File: src/contact_map_pkg.sv
// Shared constants and types for the contact input function map.
package contact_map_pkg;
  localparam int unsigned CLK_HZ = 100_000_000;
  localparam int unsigned HOLD_MS = 250;
  localparam int unsigned HOLD_CYCLES = (CLK_HZ / 1000) * HOLD_MS + 1;
  localparam logic [15:0] FUNCTION_CODE_ADDR = 16'h00a4;
  localparam logic [15:0] RUN_HALT_ADDR = 16'h0046;
  localparam logic [15:0] FUNCTION_CODE_RESET = 16'h0000;
  localparam logic [15:0] FUNCTION_CODE_MAX = 16'h001d;
  localparam logic [15:0] RUN_HALT_STOP = 16'h0000;
  localparam logic [4:0] CODE_FULL = 5'h1a;
  localparam logic [4:0] CODE_DUAL_EDS = 5'h1c;
  localparam logic [4:0] CODE_EDS_MODE = 5'h1d;
  localparam logic [4:0] CODE_AREA8_MODE = 5'h1b;

  typedef struct packed {
    logic write;
    logic [15:0] addr;
    logic [15:0] wdata;
  } reg_req_t;

  typedef struct packed {
    logic [2:0] memory_area;
    logic memory_area_valid;
    logic area_set;
    logic interlock_release;
    logic run_request;
    logic run_valid;
    logic manual_mode;
    logic manual_valid;
    logic remote_mode;
    logic remote_valid;
    logic [1:0] operation_mode;
    logic operation_mode_valid;
    logic disturbance_suppress_start_1;
    logic disturbance_suppress_start_2;
  } function_out_t;
endpackage : contact_map_pkg

File: src/contact_filter.sv
// Hold-time qualifier for one contact input, with rising-edge pulse.
`timescale 1ns/100ps
`default_nettype none
module contact_filter (
  input wire logic mclk,
  input wire logic rst_n,
  input wire logic raw,
  output logic level,
  output logic rise
);
  // Wide enough for the full hold count; a narrower counter would wrap.
  logic [24:0] count_ff;
  logic level_ff;
  logic prev_ff;

  // A change is accepted only after holding longer than the hold time.
  always_ff @(posedge mclk or negedge rst_n) begin
    if (!rst_n) begin
      count_ff <= 25'h0000000;
      level_ff <= 1'b0;
    end else if (raw == level_ff) begin
      count_ff <= 25'h0000000;
    end else if (count_ff >= 25'(contact_map_pkg::HOLD_CYCLES - 1)) begin
      count_ff <= 25'h0000000;
      level_ff <= raw;
    end else begin
      count_ff <= count_ff + 25'h0000001;
    end
  end

  always_ff @(posedge mclk or negedge rst_n) begin
    if (!rst_n) begin
      prev_ff <= 1'b0;
    end else begin
      prev_ff <= level_ff;
    end
  end

  assign level = level_ff;
  assign rise = level_ff & ~prev_ff;
endmodule : contact_filter
`default_nettype wire

File: src/contact_input_function_map.sv
// Maps eight qualified contact inputs to control functions by code.
`timescale 1ns/100ps
`default_nettype none
// Functional notes
// Configuration writes accepted only while stopped.
// While running, configuration is read-only.
// Code 0..29 selects one input mapping.
// Code resets to zero: no functions.
// Code 26 full mapping, mode on 7-8.
// Code 28 like 26, suppress starts 7-8.
// Linked functions switched by contact state.
// Companion module selects this module to link.
// Switched functions apply unit-wide.
// Pulse functions fire on rising edge.
// Contact valid after closed over 250 ms.
// Stop from either source wins.
// Unassigned inputs affect nothing.
// Out-of-range code writes are rejected.
module contact_input_function_map (
  input wire logic mclk,
  input wire logic rst_n,
  input wire logic [7:0] contact_input,
  input wire contact_map_pkg::reg_req_t reg_req,
  output logic [15:0] reg_rdata,
  output logic code_writable,
  output logic run_active,
  output contact_map_pkg::function_out_t function_out
);
  logic [15:0] function_code_ff;
  logic [15:0] run_halt_ff;
  logic [7:0] lvl;
  logic [7:0] rise;
  logic run_contact_stop;
  logic [4:0] code;
  contact_map_pkg::function_out_t nxt_func;
  contact_map_pkg::function_out_t func_ff;

  genvar gi;
  generate
    for (gi = 0; gi < 8; gi++) begin : g_filter
      contact_filter u_filter (
        .mclk(mclk),
        .rst_n(rst_n),
        .raw(contact_input[gi]),
        .level(lvl[gi]),
        .rise(rise[gi])
      );
    end
  endgenerate

  assign code = function_code_ff[4:0];
  assign code_writable = (run_halt_ff == contact_map_pkg::RUN_HALT_STOP);

  // The communicated run/stop setting is a plain register with no gating.
  always_ff @(posedge mclk or negedge rst_n) begin
    if (!rst_n) begin
      run_halt_ff <= contact_map_pkg::RUN_HALT_STOP;
    end else if (reg_req.write &&
                 reg_req.addr == contact_map_pkg::RUN_HALT_ADDR) begin
      run_halt_ff <= reg_req.wdata;
    end
  end

  // Writes while running, or out of range, leave the code untouched.
  always_ff @(posedge mclk or negedge rst_n) begin
    if (!rst_n) begin
      function_code_ff <= contact_map_pkg::FUNCTION_CODE_RESET;
    end else if (reg_req.write &&
                 reg_req.addr == contact_map_pkg::FUNCTION_CODE_ADDR &&
                 code_writable &&
                 reg_req.wdata <= contact_map_pkg::FUNCTION_CODE_MAX) begin
      function_code_ff <= reg_req.wdata;
    end
  end

  always_comb begin
    unique case (reg_req.addr)
      contact_map_pkg::FUNCTION_CODE_ADDR: reg_rdata = function_code_ff;
      contact_map_pkg::RUN_HALT_ADDR: reg_rdata = run_halt_ff;
      default: reg_rdata = 16'h0000;
    endcase
  end

  // Only the codes with a fully specified table entry assign functions;
  // everything else leaves every output invalid and pulses low.
  always_comb begin
    nxt_func = '0;
    run_contact_stop = 1'b0;
    unique case (code)
      contact_map_pkg::CODE_FULL, contact_map_pkg::CODE_DUAL_EDS: begin
        nxt_func.memory_area = {2'b00, lvl[0]};
        nxt_func.memory_area_valid = 1'b1;
        nxt_func.area_set = rise[1];
        nxt_func.interlock_release = rise[2];
        run_contact_stop = ~lvl[3];
        nxt_func.run_valid = 1'b1;
        nxt_func.manual_mode = lvl[4];
        nxt_func.manual_valid = 1'b1;
        nxt_func.remote_mode = lvl[5];
        nxt_func.remote_valid = 1'b1;
        if (code == contact_map_pkg::CODE_FULL) begin
          nxt_func.operation_mode = {lvl[7], lvl[6]};
          nxt_func.operation_mode_valid = 1'b1;
        end else begin
          nxt_func.disturbance_suppress_start_1 = rise[6];
          nxt_func.disturbance_suppress_start_2 = rise[7];
        end
      end
      contact_map_pkg::CODE_AREA8_MODE: begin
        nxt_func.memory_area = {lvl[2], lvl[1], lvl[0]};
        nxt_func.memory_area_valid = 1'b1;
        nxt_func.area_set = rise[3];
        nxt_func.operation_mode = {lvl[5], lvl[4]};
        nxt_func.operation_mode_valid = 1'b1;
      end
      contact_map_pkg::CODE_EDS_MODE: begin
        nxt_func.disturbance_suppress_start_1 = rise[0];
        nxt_func.disturbance_suppress_start_2 = rise[1];
        nxt_func.operation_mode = {lvl[7], lvl[6]};
        nxt_func.operation_mode_valid = 1'b1;
      end
      default: begin
      end
    endcase
    // Stop from either the contact or the register always wins.
    nxt_func.run_request = ~run_contact_stop & ~code_writable;
  end

  // Registered outputs go to every linked module of the unit alike.
  always_ff @(posedge mclk or negedge rst_n) begin
    if (!rst_n) begin
      func_ff <= '0;
    end else begin
      func_ff <= nxt_func;
    end
  end

  assign function_out = func_ff;
  assign run_active = func_ff.run_request;
endmodule : contact_input_function_map
`default_nettype wire

File: config.mk
export PLATFORM = sky130hd
export DESIGN_NAME = contact_input_function_map
export DESIGN_NICKNAME = d
export VERILOG_FILES = /design/src/contact_map_pkg.sv /design/src/contact_filter.sv /design/src/contact_input_function_map.sv
export SDC_FILE = /design/constraint.sdc
export NUM_CORES = 1
export LEC_CHECK = 0
export BUFFER_PORTS_ARGS = -buffer_cell sky130_fd_sc_hd__buf_4
export CORE_MARGIN = 10
export CORE_UTILIZATION = 60
export DETAILED_ROUTE_END_ITERATION = 8
export PLACE_DENSITY = 0.79
export SYNTH_ARGS = -nofsm -noshare
export SYNTH_HDL_FRONTEND = slang
export SYNTH_SLANG_ARGS = --single-unit
File: constraint.sdc
create_clock -name mclk -period 2.4 [get_ports mclk]
set_clock_uncertainty 0.1 [all_clocks]
set_input_delay 0.36 -clock mclk [delete_from_list [all_inputs] [get_ports mclk]]
set_output_delay 0.36 -clock mclk [all_outputs]
set_load 0.02 [all_outputs]
==> run_results.csv <==
group,metric,value,unit
sta,tns,0,ns
sta,worst_pin_slew,0.648,ns
routing,drc_errors,0,
routing,drtPass1Iterations,5,
logic_synthesis,synth_compound_area_frac,0.0348,
worst_hold_path,hold_path_class,"input pin to flop",
place,place_inst,1567,
sta,max_freq,438,MHz
pwr,p_leak,6.75,nW
worst_setup_path,cp_data_required_time,1.94,ns
pwr,p_int,7.33,mW
logic_synthesis,seq_area_frac_synth,0.518,
logic_synthesis,synthMuxAreaShare,0.0266,
clock_network,path_clk_slew,0.06,ns
place,port-buffer-count,77,
pwr,powerDensity,631,nW/µm²
clock_network,htree_levels,1,
worst_setup_path,crit_chain,"nor4_4, nand4_1, inv_2, buf_4",
sta,fin_crit_sh,0.952,
global_route,grt_overflow,0,
worst_hold_path,worstHoldStart,"reg_req[4]",
worst_setup_path,timing.rr.start,"g_filter[6].u_filter.count_ff[0]$_DFF_PN0_",
clock_network,cts_inserted_buffers,28,
logic_synthesis,synthesis.nets,1279,
routing,first_iter_violations,542,
routing,wl,26900,µm
logic_synthesis,yosys.area_share.simple,0.247,
worst_setup_path,critPathBufInv,2,
logic_synthesis,synthAdderAreaFrac,0.0159,
worst_setup_path,crit_type,"flop to output port",
floorplanning,coreArea,20400,µm²
final_layout,drive_above_1_share,0.165,
global_route,use_met2,0.334,
sta,slew_violations,0,
place,gp_congestion,0.840,
floorplanning,start_util,0.617,
worst_setup_path,timing.critical_path.max_delay_family,"simple AND/OR/NAND/NOR gates",
clock_network,clockBufferDepth,3,
run_status,status,"completed",
floorplanning,die_area,27200,µm²
global_route,gr-usage-met3,0.0381,
logic_synthesis,synth_cell_type_count,65,
sta,max_slew_margin,0.564,
clock_network,clock_sinks,261,
worst_setup_path,critPathMaxFanout,3,
run,maxCapViolations,0,
routing,wire_per_inst,16.4,µm
floorplanning,num_io_pins,78,
global_route,grt.total_usage,0.200,
logic_synthesis,synth_top_family_by_area,"simple AND/OR/NAND/NOR gates",
logic_synthesis,synth-edff-count,0,
global_route,grt_max_degree,90,
final_layout,finalNetCount,1411,
logic_synthesis,yosys_warnings,0,
floorplanning,die_x,165,µm
routing,drtAntennaViolNets,0,
worst_setup_path,cp_slowest_cell,"dfrtp_2",
final_layout,syn_to_final_growth,18.0,%
pwr,vdd_ir_drop_max,0.644,mV
clock_network,cts_root_buf,"clkbuf_16",
place,dp_hpwl,18400,µm
sta,hold_violations,0,
global_route,busiest_layer,"met2",
clock_network,cts_tree,"done",
worst_setup_path,arrival,1.82,ns
sta,fin_crit,2.28,ns
sta,setup_viol,0,
worst_setup_path,cpPeakStageDelay,0.46,ns
routing,avgViaCountPerCell,5.56,
pwr,swShare,0.219,
global_route,grt_antenna_before_repair,2,
worst_setup_path,cp-start-kind,"flop",
sta,hold-worst-slack,0.0249,ns
pwr,p_total,9.39,mW
logic_synthesis,synth_area_per_cell,10.3,µm²
global_route,use_met1,0.262,
final_layout,finalNonFillerCells,1644,
pwr,pwr-share-comb,0.047,
logic_synthesis,synth-seq-cells,261,
logic_synthesis,synth-xor-area-share,0.131,
pwr,p_clk_frac,0.474,
sta,setup_ws,0.116,ns
sta,rsz0062_at_grt,"no",
logic_synthesis,async_flop_share,1.00,
place,post-place-ws,0.0887,ns
pwr,power_switching,2.06,mW
global_route,grt_pass1_vias,9263,
floorplanning,rows,52,
worst_setup_path,crit_start,"run_halt_ff[5]$_DFFE_PN0P_",
global_route,grt_pass1_wl,45400,µm
worst_setup_path,endpoint_kind,"output port",
clock_network,insertion_delay,0.54,ns
logic_synthesis,postSynthCellCount,1220,
logic_synthesis,syn_area,12600,µm²
floorplanning,die_h,165,µm
routing,vias,9141,
pwr,pwr-share-seq,0.479,
logic_synthesis,synth_flop_cell,"dfrtp_1",
-- worst reg2reg max path: stages, from the launching register on --
cell and delay, ns:
dfrtp_1 0.41, inv_1 0.07, ha_1 0.13, or4b_2 0.59, nor4_1 0.25, a21oi_1 0.12, nand3_2 0.09, buf_4 0.21
nor2_1 0.09
-- power by group through the flow --
stage	sequential (mW)	clock, mW	combinational (mW)
detailed placement	4.58	0	0.414
CTS	4.50	4.54	0.447
finish	4.50	4.45	0.438
global route	4.51	4.74	0.494
global placement	4.58	0	0.407
floorplan	4.57	0	0.205
-- Yosys cell counts, types with 9 or more instances --
cell type  count  area (µm²)
nand4_1       60         375
nor3_1        31         155
ha_1          16         200
nor2_2        10        62.6
dfrtp_1      261        6530
and4_1        15         131
nand2_1       70         263
a22o_1        16         140
xnor2_1       59         517
inv_1         38         143
nor2_1       218         818
nor2_4        11         124
and2_1         9        56.3
xor2_1       130        1140
mux2_2        28         315
clkbuf_1      15        56.3
and3_1        28         175
nand3_1       78         390
nor4_1        14        87.6
nor2b_1       17         106
-- timing repair --
action                                  4_1_cts  5_1_grt
cloned                                        0        0
buffers inserted                              1        1
pin swaps                                     1        2
hold endpoints to repair                    161        1
endpoints found under the setup margin        1        1
resized for setup                             0        5
hold buffers                                 22        1
-- layer usage --
metal,up-vias,part of all wire
met2,153,0.49
li1,4430,-
met5,-,0.00033
met1,4512,0.44
met4,2,0.025
met3,44,0.046
-- cell families after synthesis --
kind of cell	count (synthesis)
fa+ha+maj	16
xor+xnor	189
mux	30
simple gates	599
buf+inv	68
compound gates	57
flops	261
-- stage by stage --
step                cell area (µm²)   util
global placement              13600  0.668
detailed placement            13600  0.668
CTS                           14800  0.727
floorplan                     12600      -
global route                  14900  0.729
finish                        14900  0.729
-- area by class of cell --
type | instances | area, µm²
flip-flops and latches | 261 | 6530
multi-input cells | 891 | 5770
fillers | 1467 | 5540
repair buffers | 132 | 1130
clock buffers | 39 | 823
well taps | 270 | 338
clock inverters | 12 | 146
inverters | 38 | 143
diodes | 1 | 2.50
-- registers in the layout (all words and copies together), names as in the netlist --
| name | flops |
|---|---|
| function_code_ff | 16 |
| function_out | 14 |
| g_filter.u_filter.count_ff | 200 |
| g_filter.u_filter.level | 8 |
| g_filter.u_filter.prev_ff | 6 |
| run_active | 1 |
| run_halt_ff | 16 |
-- layout by cell type (no fill, tap or decap), types with 29 or more instances in the layout --
cell type  synthesis  layout
clkbuf_16          0      29
nand2_1           70      70
dfrtp_1          261     260
nand4_1           60      60
xor2_1           130     130
inv_1             38      37
xnor2_1           59      59
nor2_1           218     218
nor3_1            31      31
buf_4              3     102
nand3_1           78      78
-- path summary, 6_finish.rpt --
path | end | slack, ns | cells after the start
min in group asynchronous | g_filter[1].u_filter.count_ff[7]$_DFF_PN0_ | 0.20 | 2
setup / recovery | code_writable | 0.12 | 4
max in group asynchronous | function_out[11]$_DFF_PN0_ | 1.24 | 3
hold / removal | run_halt_ff[4]$_DFFE_PN0P_ | 0.02 | 2
hold reg to reg | function_out[11]$_DFF_PN0_ | 0.31 | 1
setup reg to reg | g_filter[6].u_filter.count_ff[14]$_DFF_PN0_ | 0.23 | 8
(Power assumes the default switching activity.)
